[src/hw/brc_cfg.svh]
// constants of the branch and return control block
`ifndef BRC_CFG_SVH
`define BRC_CFG_SVH

// first opcode bytes
`define BRC_OP_RETI      8'hD5
`define BRC_OP_LONGJ     8'hDB
`define BRC_OP_PREFIX    8'hDD
`define BRC_HI_SHORTJ    4'h9
`define BRC_HI_RELFWD    4'h1
`define BRC_HI_RELBWD    4'h0
// second opcode bytes after the prefix
`define BRC_OP2_WX       8'h64
`define BRC_OP2_EA       8'h60

// stack frame: nibble offsets from the stack pointer
`define BRC_FRM_PC_MID   8'h00
`define BRC_FRM_PC_LOW   8'h02
`define BRC_FRM_STATUS   8'h04
`define BRC_SP_STEP      8'h06

// reset values and the program counter step
`define BRC_PC_RESET     14'h0000
`define BRC_SP_RESET     8'h00
`define BRC_PC_ONE       14'h0001

// instruction cycle counts, decode cycle included
`define BRC_CYC_RETI     3
`define BRC_CYC_LONGJ    3
`define BRC_CYC_SHORTJ   2
`define BRC_CYC_RELIMM   2
`define BRC_CYC_RELIND   3

// instruction clock period
`define BRC_CLK_PERIOD_NS 50

`endif

[src/hw/brc_pkg.sv]
// types shared by the branch and return control block
package brc_pkg;

  // opcode class seen on a first byte
  typedef enum logic [6:0] {
    OC_RETI   = 7'h01,
    OC_LONGJ  = 7'h02,
    OC_SHORTJ = 7'h04,
    OC_RELFWD = 7'h08,
    OC_RELBWD = 7'h10,
    OC_PREFIX = 7'h20,
    OC_OTHER  = 7'h40
  } brc_opclass_t;

  // sequencer states, one-hot
  typedef enum logic [8:0] {
    ST_DECODE = 9'h001,
    ST_RETI1  = 9'h002,
    ST_RETI2  = 9'h004,
    ST_LJ1    = 9'h008,
    ST_LJ2    = 9'h010,
    ST_SJ1    = 9'h020,
    ST_RJ1    = 9'h040,
    ST_RI1    = 9'h080,
    ST_RI2    = 9'h100
  } brc_state_t;

  // status restored from the interrupt frame
  typedef struct packed {
    logic       intStatHigh;
    logic       intStatLow;
    logic       memBankEn;
    logic       regBankEn;
    logic       carry;
    logic [2:0] skipCond;
  } brc_status_t;

endpackage
[src/hw/brc_branch_return.sv]
// program flow sequencer: interrupt return and the jump family
`timescale 1ns/1ns
`default_nettype none
`include "brc_cfg.svh"

module brc_branch_return #(
  parameter int PC_W = 14,
  parameter int SP_W = 8
) (
  input  wire logic                       clk,
  input  wire logic                       reset_n,
  // program memory: byte at fetchAddr, same cycle
  output logic              [PC_W-1:0]    fetchAddr,
  input  wire logic         [7:0]         progByte,
  // stack: low nibble at stackAddr, high nibble at stackAddr+1
  output logic              [SP_W-1:0]    stackAddr,
  input  wire logic         [7:0]         stackByte,
  // register pairs used by the indirect jumps
  input  wire logic         [7:0]         pairWx,
  input  wire logic         [7:0]         pairEa,
  // stack pointer load from other instructions
  input  wire logic                       spWrite,
  input  wire logic         [SP_W-1:0]    spWriteValue,
  output logic              [SP_W-1:0]    stackPointer,
  // restored status, with a one-cycle load strobe
  output brc_pkg::brc_status_t            statusOut,
  output logic                            statusLoad,
  // instruction boundary: interrupt entry may be taken
  output logic                            intWindow,
  output logic                            busy,
  // opcode that belongs to another unit
  output logic              [7:0]         otherOpcode,
  output logic                            otherValid
);

  // the frame slicing below assumes these widths
  if (PC_W != 14 || SP_W != 8) begin : gWidthCheck
    $error("brc_branch_return: PC_W must be 14 and SP_W 8");
  end

  // the frame walk must cover exactly the step the return applies
  if (`BRC_FRM_STATUS + 8'h02 != `BRC_SP_STEP) begin : gFrameCheck
    $error("brc_branch_return: frame size and stack step disagree");
  end

  // the state walk below serves exactly these cycle counts
  if (`BRC_CYC_RETI != 3 || `BRC_CYC_LONGJ != 3 ||
      `BRC_CYC_SHORTJ != 2 || `BRC_CYC_RELIMM != 2 ||
      `BRC_CYC_RELIND != 3) begin : gCycleCheck
    $error("brc_branch_return: cycle counts differ from the state walk");
  end

  brc_pkg::brc_state_t   state_q;
  brc_pkg::brc_state_t   state_d;
  logic [PC_W-1:0]       pc_q;
  logic [PC_W-1:0]       pc_d;
  logic [PC_W-1:0]       target_q;
  logic [PC_W-1:0]       target_d;
  logic [SP_W-1:0]       sp_q;
  logic [SP_W-1:0]       sp_d;
  brc_pkg::brc_status_t  status_q;
  brc_pkg::brc_status_t  status_d;
  logic                  statusLoad_q;
  logic                  statusLoad_d;
  logic [7:0]            other_q;
  logic [7:0]            other_d;
  logic                  otherValid_q;
  logic                  otherValid_d;

  brc_pkg::brc_opclass_t opClass;
  logic                  secIsWx;
  logic                  secIsEa;

  // one classifier serves first and second bytes
  brc_opcode_decode uDecode (
    .opByte  (progByte),
    .opClass (opClass),
    .secIsWx (secIsWx),
    .secIsEa (secIsEa)
  );

  // state flags
  wire logic inDecode = (state_q == brc_pkg::ST_DECODE);
  wire logic inReti1  = (state_q == brc_pkg::ST_RETI1);
  wire logic inReti2  = (state_q == brc_pkg::ST_RETI2);

  // address of the byte after the one now fetched
  wire logic [PC_W-1:0] pcNext = pc_q + `BRC_PC_ONE;

  // relative immediate targets; offset field is the low nibble
  wire logic [PC_W-1:0] relOff = {10'h000, progByte[3:0]};
  wire logic [PC_W-1:0] relFwd = pcNext + relOff;
  wire logic [PC_W-1:0] relBwd = pc_q - relOff;

  // indirect pair select and the check that the second byte names a pair
  wire logic [7:0] pairSel = secIsWx ? pairWx : pairEa;
  wire logic       secOk   = secIsWx | secIsEa;

  // stack read address: one nibble pair per cycle, so the six-nibble
  // frame needs three reads: PC 11-8 and 13-12, then PC 3-0 and 7-4,
  // then the interrupt status, bank enables, carry and skip bits
  wire logic [SP_W-1:0] frmOff =
    inReti1 ? `BRC_FRM_PC_LOW :
    inReti2 ? `BRC_FRM_STATUS :
              `BRC_FRM_PC_MID;

  // frame nibbles as they arrive from the stack
  wire logic [3:0] frmLowNib  = stackByte[3:0];
  wire logic [3:0] frmHighNib = stackByte[7:4];

  // status word is the last frame pair
  wire brc_pkg::brc_status_t frmStatus = '{
    intStatHigh : frmLowNib[3],
    intStatLow  : frmLowNib[2],
    memBankEn   : frmLowNib[1],
    regBankEn   : frmLowNib[0],
    carry       : frmHighNib[3],
    skipCond    : frmHighNib[2:0]
  };

  // branch targets, one named wire per form
  wire logic [PC_W-1:0] longTarget  = {target_q[13:8], progByte};
  // block bits from the address after the jump; last two bytes cross
  wire logic [PC_W-1:0] shortTarget =
    {pcNext[13:12], target_q[11:8], progByte};
  // page of the following instruction, pair as low byte
  wire logic [PC_W-1:0] indTarget   = {pcNext[13:8], pairSel};

  // stack pointer: the return's step beats a load from elsewhere
  wire logic [SP_W-1:0] spStep = sp_q + `BRC_SP_STEP;
  wire logic [SP_W-1:0] spLoad = spWrite ? spWriteValue : sp_q;

  // sequencer next state and datapath; cycle plan, decode counted:
  //   return        frame pair one, frame pair two, status pair  (3)
  //   long jump     opcode, high target byte, low target byte    (3)
  //   short jump    opcode and high nibble, low target byte      (2)
  //   relative imm  opcode, then a quiet cycle at the same PC    (2)
  //   indirect      prefix, pair select byte, landing            (3)
  // the quiet relative cycle keeps the two-cycle timing without a
  // second fetch; the byte shown meanwhile is ignored
  always_comb begin
    state_d      = brc_pkg::ST_DECODE;
    pc_d         = pc_q;
    target_d     = target_q;
    sp_d         = spLoad;
    status_d     = status_q;
    statusLoad_d = 1'b0;
    other_d      = other_q;
    otherValid_d = 1'b0;
    case (state_q)
      brc_pkg::ST_DECODE: begin
        case (opClass)
          brc_pkg::OC_RETI: begin
            // first pair: PC 11-8 low, PC 13-12 high; bit 14 absent
            target_d[11:8]  = frmLowNib;
            target_d[13:12] = frmHighNib[1:0];
            state_d         = brc_pkg::ST_RETI1;
          end
          brc_pkg::OC_LONGJ: begin
            pc_d    = pcNext;
            state_d = brc_pkg::ST_LJ1;
          end
          brc_pkg::OC_SHORTJ: begin
            target_d[11:8] = progByte[3:0];
            pc_d           = pcNext;
            state_d        = brc_pkg::ST_SJ1;
          end
          brc_pkg::OC_RELFWD: begin
            target_d = relFwd;
            state_d  = brc_pkg::ST_RJ1;
          end
          brc_pkg::OC_RELBWD: begin
            target_d = relBwd;
            state_d  = brc_pkg::ST_RJ1;
          end
          brc_pkg::OC_PREFIX: begin
            other_d = progByte;
            pc_d    = pcNext;
            state_d = brc_pkg::ST_RI1;
          end
          default: begin
            // not a branch: hand it over and step past it
            other_d      = progByte;
            otherValid_d = 1'b1;
            pc_d         = pcNext;
          end
        endcase
      end
      brc_pkg::ST_RETI1: begin
        target_d[3:0] = frmLowNib;
        target_d[7:4] = frmHighNib;
        state_d       = brc_pkg::ST_RETI2;
      end
      brc_pkg::ST_RETI2: begin
        pc_d         = target_q;
        sp_d         = spStep;
        status_d     = frmStatus;
        statusLoad_d = 1'b1;
      end
      brc_pkg::ST_LJ1: begin
        target_d[13:8] = progByte[5:0];
        pc_d           = pcNext;
        state_d        = brc_pkg::ST_LJ2;
      end
      brc_pkg::ST_LJ2: begin
        pc_d = longTarget;
      end
      brc_pkg::ST_SJ1: begin
        pc_d = shortTarget;
      end
      brc_pkg::ST_RJ1: begin
        pc_d = target_q;
      end
      brc_pkg::ST_RI1: begin
        pc_d = pcNext;
        if (secOk) begin
          target_d = indTarget;
          state_d  = brc_pkg::ST_RI2;
        end else begin
          // prefix belongs to another two-byte instruction
          otherValid_d = 1'b1;
        end
      end
      brc_pkg::ST_RI2: begin
        pc_d = target_q;
      end
      default: begin
        state_d = brc_pkg::ST_DECODE;
      end
    endcase
  end

  // sequencer and program counter
  always_ff @(posedge clk or negedge reset_n) begin
    if (!reset_n) begin
      state_q  <= brc_pkg::ST_DECODE;
      pc_q     <= `BRC_PC_RESET;
      target_q <= `BRC_PC_RESET;
    end else begin
      state_q  <= state_d;
      pc_q     <= pc_d;
      target_q <= target_d;
    end
  end

  // stack pointer and restored status
  always_ff @(posedge clk or negedge reset_n) begin
    if (!reset_n) begin
      sp_q         <= `BRC_SP_RESET;
      status_q     <= '0;
      statusLoad_q <= 1'b0;
    end else begin
      sp_q         <= sp_d;
      status_q     <= status_d;
      statusLoad_q <= statusLoad_d;
    end
  end

  // hand-over of foreign opcodes
  always_ff @(posedge clk or negedge reset_n) begin
    if (!reset_n) begin
      other_q      <= 8'h00;
      otherValid_q <= 1'b0;
    end else begin
      other_q      <= other_d;
      otherValid_q <= otherValid_d;
    end
  end

  // outputs; data registers are only read, never written; carry changes only through the return's status load
  assign fetchAddr    = pc_q;
  assign stackAddr    = sp_q + frmOff;
  assign stackPointer = sp_q;
  assign statusOut    = status_q;
  assign statusLoad   = statusLoad_q;
  assign otherOpcode  = other_q;
  assign otherValid   = otherValid_q;
  // entry only at a boundary, so a pending request waits out the return
  assign intWindow    = inDecode;
  assign busy         = !inDecode;

endmodule // brc_branch_return

`default_nettype wire

[src/hw/brc_opcode_decode.sv]
// opcode classifier for the branch and return control block
`timescale 1ns/1ns
`default_nettype none
`include "brc_cfg.svh"

module brc_opcode_decode (
  input  wire logic                  [7:0] opByte,
  output brc_pkg::brc_opclass_t            opClass,
  output logic                             secIsWx,
  output logic                             secIsEa
);

  wire logic isReti   = (opByte == `BRC_OP_RETI);
  wire logic isLongj  = (opByte == `BRC_OP_LONGJ);
  wire logic isPrefix = (opByte == `BRC_OP_PREFIX);
  wire logic isShortj = (opByte[7:4] == `BRC_HI_SHORTJ);
  wire logic isFwd    = (opByte[7:4] == `BRC_HI_RELFWD);
  // a zero backward offset would be a self loop; leave it to others
  wire logic isBwd    = (opByte[7:4] == `BRC_HI_RELBWD)
                        && (opByte[3:0] != 4'h0);

  // second byte of the register-indirect jumps
  assign secIsWx = (opByte == `BRC_OP2_WX);
  assign secIsEa = (opByte == `BRC_OP2_EA);

  // classify; exact byte matches first
  assign opClass = isReti   ? brc_pkg::OC_RETI   :
                   isLongj  ? brc_pkg::OC_LONGJ  :
                   isPrefix ? brc_pkg::OC_PREFIX :
                   isShortj ? brc_pkg::OC_SHORTJ :
                   isFwd    ? brc_pkg::OC_RELFWD :
                   isBwd    ? brc_pkg::OC_RELBWD :
                              brc_pkg::OC_OTHER;

endmodule // brc_opcode_decode

`default_nettype wire

[config.mk]
export PLATFORM = sky130hd
export DESIGN_NAME = brc_branch_return
export DESIGN_NICKNAME = d
export VERILOG_FILES = /design/src/hw/brc_pkg.sv /design/src/hw/brc_branch_return.sv /design/src/hw/brc_opcode_decode.sv
export VERILOG_INCLUDE_DIRS = /design/src /design/src/hw
export SDC_FILE = /design/constraint.sdc
export NUM_CORES = 1
export LEC_CHECK = 0
export BUFFER_PORTS_ARGS = -buffer_cell sky130_fd_sc_hd__buf_4
export CAP_MARGIN = 20
export CORE_MARGIN = 4
export CORE_UTILIZATION = 48
export CTS_BUF_LIST = sky130_fd_sc_hd__clkbuf_8
export CTS_CLUSTER_SIZE = 14
export DETAILED_ROUTE_END_ITERATION = 10
export PLACE_DENSITY = 0.71
export SLEW_MARGIN = 30
export SYNTH_ARGS = -nofsm -noshare
export SYNTH_HDL_FRONTEND = slang
export SYNTH_SLANG_ARGS = --single-unit
[constraint.sdc]
create_clock -name clk -period 3.75 [get_ports clk]
set_input_delay 0.5625 -clock clk [delete_from_list [all_inputs] [get_ports clk]]
set_output_delay 0.5625 -clock clk [all_outputs]
set_load 0.02 [all_outputs]
### Word level (Yosys, flattened, before mapping)

Cells that the tools add are included.

* output and inout port bits: 50
* logic and storage cells: 94
* register bits after elaboration: 63
* input port bits: 43

* equal/unequal tests: 27
* multiplexer cells: 26
* bitwise logic cells: 2
* $add $sub $neg: 5
* reduce and logical (&&, ||, !) cells: 19

Operator list (count)
* one-hot mux 14 bit (5 select lines): 1
* two-way mux 7 bit: 6
* one-hot mux 8 bit (5 select lines): 1
* one-hot mux 9 bit (4 select lines): 1
* two-way mux 14 bit: 2
* == test 8 bit (second input constant): 3
* two-way mux 8 bit: 3
* one-hot mux 8 bit (3 select lines): 1
* one-hot mux 6 bit (3 select lines): 1
* == test 8 x 7 -> 1 bit (second input constant): 2
* one-hot mux 4 bit (4 select lines): 1
* one-hot mux 8 bit (2 select lines): 1
* adder 14 x 1 -> 14 bit (second input constant): 1
* adder 14 x 4 -> 14 bit: 1
* subtractor 14 x 4 -> 14 bit: 1
* == test 9 x 1 -> 1 bit (second input constant): 1
* == test 9 x 2 -> 1 bit (second input constant): 1
* == test 9 x 3 -> 1 bit (second input constant): 1
* == test 9 x 4 -> 1 bit (second input constant): 1
* == test 9 x 5 -> 1 bit (second input constant): 1
* == test 9 x 6 -> 1 bit (second input constant): 1
* == test 9 x 7 -> 1 bit (second input constant): 1
* == test 9 x 8 -> 1 bit (second input constant): 1
* == test 9 bit (second input constant): 1
* other kinds (34): 44

### Logic depth before layout (Yosys ltp)

Gate-level depths: netlist of the first run.

* depth in word-level cells: 12
* mapped depth: 11
* mapped depth without buffers: 10

### Cells and area by module

A second synthesis of the first run with hierarchy kept.

* cell total of the unflattened synthesis: 577
* area total of the unflattened synthesis: 4840.9 um^2

Modules (own cells, without submodules)
* brc_branch_return: cells an instance 553, times used 1, sequential area each 1577.8 um^2, area an instance 4694.5 um^2
* brc_opcode_decode: cells an instance 24, times used 1, sequential area each 0.0 um^2, area an instance 146.4 um^2

### Worst setup path before layout of the first run

OpenSTA, ideal clock, no wires.

* kind: register -> output
* from: register state_q[3]
* to: output port stackAddr[5]
* data arrival time: 2.553 ns
* stages on the path, launching flop included: 8
* buffers on the path: 2
* setup slack: 0.634 ns
* cell sequence: dfrtp_1 -> nor4_4 -> nand4_1 -> clkbuf_1 -> buf_1 -> fa_1 -> or3_1 -> xnor2_1

* longest elaborated chain between the ends: 4

Ends and longest elaborated chain
* start: declaration: line brc_branch_return.sv:53 `brc_pkg::brc_state_t state_q;`
* start signal: assignment: line brc_branch_return.sv:236 `state_q <= brc_pkg::ST_DECODE;`
* start signal: assignment: line brc_branch_return.sv:240 `state_q <= state_d;`
* == test 9 x 3 -> 1 bit: line brc_branch_return.sv:85 `wire logic inReti2 = (state_q == brc_pkg::ST_RETI2);`
* two-way mux 3 bit (no line)
* two-way mux 3 bit (no line) *
* adder 8 x 3 -> 8 bit *: line brc_branch_return.sv:272 `assign stackAddr = sp_q + frmOff;`
* end: declaration: line brc_branch_return.sv:16 `output logic [SP_W-1:0] stackAddr,`

Mark *: on every way between the ends. The rest lies on a longest branch, timed or not.

### Worst setup path in the final report of the first run

* from: register state_q[2]
* to: output port stackAddr[5]

Same word-level chain as after synthesis.

==> metrics.md, run 1 <==
| Metric | Value |
|---|---|
| Run status | `complete, no violations` |
| Clock sinks | `63` |
| Asr flop ratio synth | `1.00` |
| Top cell type's share of synthesized area | `0.343` |
| Largest net degree at the start of global routing | `64` |
| Routed length per instance | `18.8 µm` |
| CTS tree | `done` |
| Port Buf Inserts | `92` |
| Boundary Pins | `93` |
| CP peak stage delay | `420 ps` |
| Fraction of layout cells with a size suffix above 1 | `0.233` |
| WHS | `307 ps` |
| Hold Violations, Final | `0` |
| Clk Latency, worst-skew pair | `350 ps` |
| Syn_nets | `589` |
| Crit path cell chain | `nor3_2 -> and4b_1 -> ha_1 -> inv_1 -> fa_1 -> or3_1 -> xnor2_1 -> buf_4` |
| Total CTS buffers | `9` |
| Max cap viols | `0` |
| Cells after synthesis | `532` |
| Clock Path Buffers | `2` |
| Crit path launch type | `flop` |
| Routed vias | `4613` |
| Area grow syn2layout | `22.1%` |
| P_leak | `2.34 nW` |
| Crit Path Max Fanout | `8` |
| Setup TNS | `0 ps` |
| Slew Limit Fails | `0` |
| DRT Wirelength | `13.8 mm` |
| Fin nets | `674` |
| Multi-input logic area | `2770 µm²` |
| Chip Width | `105 µm` |
| Arrival @ worst endpoint | `2720 ps` |
| Grt total ovfl | `0` |
| Clock-pin slew on the worst setup and hold paths | `70 ps` |
| # resized after CTS | `0` |
| Die H | `105 µm` |
| GP Congestion | `0.960` |
| Post-route ant nets | `0` |
| DRT iter0 DRCs | `478` |
| First-pass DRT Iterations | `6` |
| Post-CTS setup buffers | `0` |
| Layout fillers | `832` |
| Final worst path period need | `3280 ps` |
| CP bufs+invs | `2` |
| Number of enable flip-flop cells after synthesis | `0` |
| Starting density of the core | `0.492` |
| Most common cell after layout, fill and taps aside | `buf_4` |
| Main synth FF type | `dfrtp_1` |
| Yosys Warn Count | `0` |
| Most frequent cells in the layout | `buf_4, nand2_1, dfrtp_1, nor2_1, o21ai_0` |
| H-tree levels | `3` |
| Post-synth top area cell | `dfrtp_1` |
| Worst slew margin | `0.457` |
| Register area share after synthesis | `0.349` |
| Fin crit share | `0.875` |
| CP endpoint kind | `primary output` |
| Final setup viols | `0` |
| DP HPWL | `10.5 mm` |
| Dominant cells by area after synthesis | `dfrtp_1, nand2_1, xnor2_1` |
| Synthesized flop and latch total | `63` |
| Hold-fix buffers, CTS | `0` |
| Initial antenna violation count | `0` |
| Fmax | `305 MHz` |
| Pwr dens | `688 nW/µm²` |
| Die Footprint | `11000 µm²` |
| DRC | `0` |
| Top delay family on crit path | `simple AND/OR/NAND/NOR gates` |
| Vias in the first global route | `4386` |
| # diodes | `0` |
| Post-DR vias/cell | `6.29` |
| Max Clock Skew | `17.1 ps` |
| VDD IR max | `0.440 mV` |
| Worst path required time | `3190 ps` |
| Mapped cell area | `4520 µm²` |
| Worst-Margin Slew | `815 ps` |
| Hold Path Class | `in -> async` |
| RSZ-0062 raised after global routing | `no` |
| Critical path class | `reg -> out` |
| CORE AREA | `9200 µm²` |
| FF+latch area | `1580 µm²` |
| First-pass GRT wire length | `22.5 mm` |
| Root Driver | `clkbuf_8` |
| CP max stage cell | `dfrtp_1` |
| Post-synthesis average cell area | `8.50 µm²` |
| Core Rows | `35` |
| GRT Overall Usage | `0.253` |
| Netlist cell types | `70` |
==> through the flow <==
step | std cells | power, mW | setup WS [ps] | util | cell area (µm²)
after global routing | 733 | 4.06 | 271 | 0.601 | 5520
after global placement | 716 | 3.08 | 855 | 0.576 | 5300
final | 733 | 3.80 | 470 | 0.601 | 5520
after floorplan | 532 | 2.49 | 634 | - | 4520
after CTS | 732 | 3.78 | 476 | 0.600 | 5520
after detailed placement | 716 | 3.10 | 836 | 0.576 | 5300
==> layout make-up <==
class / count / share of cell area
Multi-Input combinational cell: 426 / 0.501
Sequential cell: 63 / 0.286
Timing Repair Buffer: 101 / 0.137
Tap cell: 111 / 0.0251
Clock buffer: 9 / 0.0224
Clock inverter: 7 / 0.0174
Inverter: 16 / 0.0109
==> layer usage <==
| layer | part of all wire | track usage | up-vias |
|---|---|---|---|
| met5 | 0 | 0 | - |
| met4 | 0.039 | 0.105 | 0 |
| met3 | 0.10 | 0.0710 | 44 |
| met2 | 0.44 | 0.385 | 283 |
| met1 | 0.42 | 0.339 | 2170 |
| li1 | - | - | 2116 |
==> registers in the layout (all words and copies together), names as in the netlist <==
register / flops
stackPointer: 8
otherOpcode: 8
statusLoad: 1
target_q: 14
state_q: 9
fetchAddr: 14
statusOut: 8
otherValid: 1
==> synthesized netlist by cell type, drive strengths merged (3+ instances only) <==
library cell   n
buf           12
and3           5
fa             3
a21oi         25
inv           16
o311ai         3
dfrtp         62
mux2           7
nor3          21
mux2i         11
o22ai          4
a31oi         11
or3            7
o21ai         39
nor4           8
nand4b         4
o211ai         9
clkbuf        15
o21a           5
nor2          48
xnor2         24
xor2          15
a211oi         4
or2            5
nor2b          6
nand2b         3
ha            11
a22oi          8
nand4          9
nand3         18
and4           4
a221oi         8
nand2         70
==> cell families after synthesis <==
group                      share of synthesized area
adders and majority gates                     0.0437
and+or+nand+nor                                0.246
DFF                                            0.349
muxes                                         0.0418
AOI/OAI and AO/OA                              0.203
buffers and inverters                         0.0393
xor gates and xnor gates                      0.0772
==> report_power, final <==
part	leakage (nW)	switching [mW]	internal, mW
Combinational	1.50	1.10	0.841
Sequential	0.740	0.290	0.888
Clock	0.102	0.306	0.375
==> path summary, 6_finish.rpt <==
check	start	cells after the start	to	slack (ps)
setup / recovery	state_q[2]	8	stackAddr[5]	470
hold / removal	reset_n	1	stackPointer[5]	310
setup reg to reg	state_q[0]	8	fetchAddr[12]	870
hold reg to reg	statusOut[5]	2	statusOut[5]	480
max in group asynchronous	reset_n	1	statusOut[7]	2910
min in group clk	stackByte[7]	3	statusOut[3]	450
Note: power is estimated with default switching activity, not from simulation.
==> inputs of run 2 (changes only) <==
SYNTH_HIERARCHICAL = 1   (was default)
==> run 2 against run 1 <==
  * Sequential cell count is the same
  * Fmax shrank 0.56%
  * First-iteration DRC count shrank 13%
  * Register-to-register slack lost 200 ps
  * Critical path depth shrank 2
  * Die area grew 6.5%
  * Combinational power grew 4%
  * Synthesized cell count grew 8.5%
  * Sequential share of layout area shrank 1.6 points
==> metrics.md, run 2 <==
| Metric | Value |
|---|---|
| Worst path required time | `3190 ps (about the same)` |
| Initial antenna violation count | `0 (unchanged)` |
| Asr flop ratio synth | `1.00 (unchanged)` |
| Largest net degree at the start of global routing | `64 (unchanged)` |
| # diodes | `0 (unchanged)` |
| Clock sinks | `63 (unchanged)` |
| Port Buf Inserts | `92 (unchanged)` |
| Total CTS buffers | `9 (unchanged)` |
| Grt total ovfl | `0 (unchanged)` |
| Run status | `complete, no violations` |
| Most common cell after layout, fill and taps aside | `buf_4` |
| # resized after CTS | `0 (unchanged)` |
| H-tree levels | `3 (unchanged)` |
| Critical path class | `reg -> out` |
| Synth cell count leaders | `nand2_1, dfrtp_1, nor2_1` |
| Reg-to-Reg End | `target_q[13]` |
| Fin util | `0.595 (-0.00549)` |
| Hold Violations, Final | `0 (unchanged)` |
| Boundary Pins | `93 (unchanged)` |
| Multi-input logic area | `3020 µm² (+9.2%)` |
| Worst-Margin Slew | `799 ps (-16.1 ps)` |
| Post-synth top area cell | `dfrtp_1` |
| Netlist cell types | `77 (+10%)` |
| Area grow syn2layout | `20.7%` |
| Fin nets | `719 (+6.7%)` |
| Starting density of the core | `0.493 (+0.00116)` |
| Fraction of layout cells with a size suffix above 1 | `0.230 (-0.00304)` |
| Final worst path period need | `3300 ps (+18.4 ps)` |
| Post-DR vias/cell | `5.92 (-6.0%)` |
| Worst reg2reg path depth | `10 (+2)` |
| Arrival @ worst endpoint | `2740 ps (+20 ps)` |
| Routed length per instance | `17.4 µm (-7.5%)` |
| Most frequent cells in the layout | `buf_4, nand2_1, dfrtp_1, nor2_1, o21ai_0` |
| FF+latch area | `1580 µm² (unchanged)` |
| First-pass GRT wire length | `22.4 mm (-0.55%)` |
| Top cell type's share of synthesized area | `0.320 (-0.0225)` |
| Core Rows | `36 (+2.9%)` |
| Fin crit share | `0.880 (+0.00490)` |
| CP endpoint kind | `primary output` |
| Vias in the first global route | `4421 (+0.80%)` |
| Root Driver | `clkbuf_8` |
| GP Congestion | `0.953 (-0.76%)` |
| Reg-to-reg slack, setup | `670 ps (-200 ps)` |
| Die Footprint | `11800 µm² (+6.5%)` |
| Crit Path Max Fanout | `10 (+2)` |
| Clock-pin slew on the worst setup and hold paths | `70 ps (about the same)` |
| Hold Path Class | `in -> async` |
| Syn_nets | `636 (+8.0%)` |
| Fmax | `303 MHz (-0.56%)` |
| Setup crit start | `state_q[8]` |
| Post-synthesis average cell area | `8.39 µm² (-1.3%)` |
| DP HPWL | `10.5 mm (+0.66%)` |
| Max cap viols | `0 (unchanged)` |
| Die H | `108 µm (+3.2%)` |
| Worst slew margin | `0.468 (+0.0108)` |
| DRT Wirelength | `13.9 mm (+0.71%)` |
| Post-CTS setup buffers | `0 (unchanged)` |
| CTS tree | `done` |
| Dominant cells by area after synthesis | `dfrtp_1, nand2_1, xnor2_1` |
| RSZ-0062 raised after global routing | `no` |
| DRC | `0 (unchanged)` |
| Worst R2R Start | `fetchAddr[0]` |
| Chip Width | `108 µm (+3.2%)` |
| Synthesized flop and latch total | `63 (unchanged)` |
| Setup TNS | `0 ps (unchanged)` |
| Main synth FF type | `dfrtp_1` |
| First-pass DRT Iterations | `5 (-1)` |
| Clk Latency, worst-skew pair | `350 ps (about the same)` |
| Final setup viols | `0 (unchanged)` |
| Routed vias | `4722 (+2.4%)` |
| Cells after synthesis | `577 (+8.5%)` |
| Hold-fix buffers, CTS | `0 (unchanged)` |
| Layout fillers | `942 (+13%)` |
| Yosys Warn Count | `6 (+6)` |
| Top-count cell post-synth | `nand2_1` |
| Crit path launch type | `flop` |
| P_leak | `2.50 nW (+6.9%)` |
| Slew Limit Fails | `0 (unchanged)` |
| Clock Path Buffers | `2 (unchanged)` |
| DRT iter0 DRCs | `418 (-13%)` |
| CORE AREA | `9820 µm² (+6.8%)` |
| Post-route ant nets | `0 (unchanged)` |
| Pwr dens | `663 nW/µm² (-3.7%)` |
| Number of enable flip-flop cells after synthesis | `0 (unchanged)` |
| Mapped cell area | `4840 µm² (+7.0%)` |
| Max Clock Skew | `10.7 ps (-6.37 ps)` |
| VDD IR max | `0.455 mV (+3.5%)` |
| Register area share after synthesis | `0.326 (-0.0229)` |
| GRT Overall Usage | `0.244 (-0.00952)` |
==> run 2: cell families (layout without fill, tap and decap cells) <==
family | after synthesis | in the layout | share of synthesized area
AOI/OAI and AO/OA | 133 | 133 | 0.177
muxes | 17 | 17 | 0.0367
adders and majority gates | 16 | 16 | 0.0460
and+or+nand+nor | 251 | 251 | 0.281
xor gates and xnor gates | 46 | 46 | 0.0832
DFF | 63 | 63 | 0.326
buffers and inverters | 51 | 139 | 0.0496
==> run 2: how the worst max path moves through the flow <==
stage | to | slack [ps] | cells past startpoint
after CTS | stackAddr[5] | 450 | 6
final | stackAddr[7] | 450 | 6
after floorplan | stackAddr[6] | 700 | 9
after global placement | fetchAddr[5] | 640 | 11
after detailed placement | fetchAddr[7] | 530 | 11
after global routing | stackAddr[6] | 210 | 9
==> run 2: critical path: stages, from the launching register on <==
cell,delay (ps)
dfrtp_1,440
nor3_1,360
nand4_1,470
fa_1,620
nand3b_1,200
xnor2_1,150
buf_4,160
==> run 2: routing by layer <==
metal	vias to the layer above	track usage	share of wire
met3	34	0.0382	0.085
met2	224	0.376	0.45
met4	0	0.123	0.041
met1	2235	0.332	0.43
met5	-	0	0
li1	2229	-	-
==> run 2: final cells by class <==
class / instances / area share
timing repair buffer: 104 / 0.134
inverter: 19 / 0.0122
sequential: 63 / 0.270
clock buffer: 11 / 0.0259
tap: 133 / 0.0285
multi-input combinational: 463 / 0.517
clock inverter: 5 / 0.0124
==> run 2: through the flow <==
| step | cells | setup WS, ps | total power [mW] | hold slack [ps] | area [µm²] |
|---|---|---|---|---|---|
| floorplan | 577 | 704 | 2.61 | 267 | 4840 |
| global placement | 782 | 635 | 3.16 | 460 | 5620 |
| detailed placement | 782 | 533 | 3.20 | 464 | 5620 |
| CTS | 798 | 450 | 3.88 | 325 | 5840 |
| global route | 798 | 213 | 4.15 | 373 | 5840 |
| finish | 798 | 452 | 3.87 | 299 | 5840 |
==> run 2: power breakdown <==
part	internal, mW	total (mW)	switching (mW)	leakage, nW
clock	0.405	0.667	0.262	0.122
sequential	0.875	1.18	0.306	0.731
combinational	0.875	2.02	1.15	1.65
==> inputs of run 3 (changes only) <==
CORE_UTILIZATION = 44   (was 48)
PLACE_DENSITY = 0.66   (was 0.71)
==> run 3 against run 2 <==
  * Sequential cell count unchanged
  * Hold slack gained 4.4 ps
  * Routed wire length grew 4.3%
  * Clock skew shrank 1.3 ps
  * Count of clock-buffer cells in the layout down 1
  * Combinational power hardly changed
  * Critical path type unchanged
  * Highest routed layer unchanged
==> metrics.md, run 3 (synthesized netlist as in run 2, its figures left out) <==
| Metric | Value |
|---|---|
| CORE AREA | `10800 µm² (+9.9%)` |
| GRT Overall Usage | `0.232 (-0.0111)` |
| CP bufs+invs | `2 (+1)` |
| DRT Wirelength | `14.5 mm (+4.3%)` |
| Worst-Margin Slew | `820 ps (+20.9 ps)` |
| Fin nets | `719 (unchanged)` |
| H-tree levels | `3 (unchanged)` |
| Post-CTS setup buffers | `0 (unchanged)` |
| Critical path class | `reg -> out` |
| Root Driver | `clkbuf_8` |
| Final worst path period need | `3450 ps (+151 ps)` |
| Final setup viols | `0 (unchanged)` |
| Most common cell after layout, fill and taps aside | `buf_4` |
| Hold Path Class | `in -> async` |
| Fin util | `0.544 (-0.0509)` |
| Fmax | `290 MHz (-4.4%)` |
| Area grow syn2layout | `21.3%` |
| WHS | `304 ps (+4.40 ps)` |
| Max cap viols | `0 (unchanged)` |
| DP HPWL | `10.8 mm (+3.1%)` |
| Initial antenna violation count | `0 (unchanged)` |
| Total CTS buffers | `9 (unchanged)` |
| Clock Path Buffers | `2 (unchanged)` |
| Placed cell area | `5630 µm² (+0.16%)` |
| Hold Violations, Final | `0 (unchanged)` |
| First-pass GRT wire length | `23.8 mm (+6.3%)` |
| DRT iter0 DRCs | `429 (+2.6%)` |
| Clock-pin slew on the worst setup and hold paths | `70 ps (about the same)` |
| Boundary Pins | `93 (unchanged)` |
| Hold-fix buffers, CTS | `0 (unchanged)` |
| Port Buf Inserts | `92 (unchanged)` |
| CP endpoint kind | `primary output` |
| Fin crit share | `0.920 (+0.0403)` |
| Post-route ant nets | `0 (unchanged)` |
| RSZ-0062 raised after global routing | `no` |
| Max Clock Skew | `9.40 ps (-1.28 ps)` |
| Run status | `complete, no violations` |
| Die Footprint | `12700 µm² (+8.4%)` |
| Top delay family on crit path | `simple AND/OR/NAND/NOR gates` |
| Clk Latency, worst-skew pair | `350 ps (about the same)` |
| Crit path launch type | `flop` |
| # resized after CTS | `0 (unchanged)` |
| P_leak | `2.50 nW (about the same)` |
| CP peak stage delay | `510 ps (-110 ps)` |
| Routed vias | `4693 (-0.61%)` |
| Starting density of the core | `0.449 (-0.0445)` |
| GP Congestion | `0.927 (-2.8%)` |
| Vias in the first global route | `4529 (+2.4%)` |
| Core Rows | `38 (+5.6%)` |
| Worst slew margin | `0.454 (-0.0140)` |
| Chip Width | `113 µm (+4.1%)` |
| CP max stage cell | `nand4_1` |
| Clock sinks | `63 (unchanged)` |
| Most frequent cells in the layout | `buf_4, nand2_1, dfrtp_1, nor2_1, o21ai_0` |
| Arrival @ worst endpoint | `2890 ps (+150 ps)` |
| VDD IR max | `0.511 mV (+12%)` |
| Post-DR vias/cell | `5.83 (-1.5%)` |
| Post-route design area | `5870 µm² (+0.51%)` |
| Setup TNS | `0 ps (unchanged)` |
| DRC | `0 (unchanged)` |
| Crit path cell chain | `nor3_1 -> nand4_1 -> inv_2 -> ha_1 -> a21oi_1 -> nor2b_1 -> and3_1 -> xor2_1 -> buf_4` |
| Grt total ovfl | `0 (unchanged)` |
| Largest net degree at the start of global routing | `64 (unchanged)` |
| CTS tree | `done` |
| Crit Path Max Fanout | `11 (+1)` |
| Die H | `113 µm (+4.1%)` |
| # diodes | `0 (unchanged)` |
| Pwr dens | `672 nW/µm² (+1.4%)` |
| Fraction of layout cells with a size suffix above 1 | `0.233 (+0.00301)` |
| Slew Limit Fails | `0 (unchanged)` |
| Worst path required time | `3190 ps (about the same)` |
| First-pass DRT Iterations | `5 (unchanged)` |
| Routed length per instance | `18.0 µm (+3.4%)` |
run 3: worst paths after layout:
kind                                   endpoint         start  depth (start not counted)  slack (ps)
worst max-delay path               stackAddr[6]    state_q[8]                          9         300
worst min-delay path            stackPointer[4]       reset_n                          1         300
worst max register to register     target_q[12]  fetchAddr[0]                         10         720
worst min register to register      target_q[4]   target_q[4]                          2         480
max in group asynchronous          fetchAddr[3]       reset_n                          1        2900
min in group clk                   statusOut[3]  stackByte[7]                          3         440
run 3: layer usage:
metal	part of all wire	GRT usage	wire length, µm	vias to the layer above
met4	0.020	0.0793	288	0
met2	0.47	0.378	6860	204
met3	0.083	0.0412	1210	21
li1	-	-	-	2234
met5	0	0	0	-
met1	0.42	0.314	6150	2234
run 3: area by class of cell:
class	instances	area, µm²
Clock inverter	6	108
Fill cell	1038	4920
Inverter	19	71.3
Multi-Input combinational cell	463	3020
Sequential cell	63	1580
Timing Repair Buffer	104	781
Tap cell	140	175
Clock buffer	10	138
run 3: where the power goes:
group,internal (mW),switching [mW]
clock network,0.457,0.283
registers,0.875,0.308
logic,0.875,1.15
run 3: metrics by stage:
step | instances | power (mW) | worst slack (ps)
floorplan | 577 | 2.61 | 704
global placement | 789 | 3.18 | 603
detailed placement | 789 | 3.21 | 529
CTS | 805 | 3.96 | 289
global route | 805 | 4.23 | 65.3
finish | 805 | 3.95 | 300
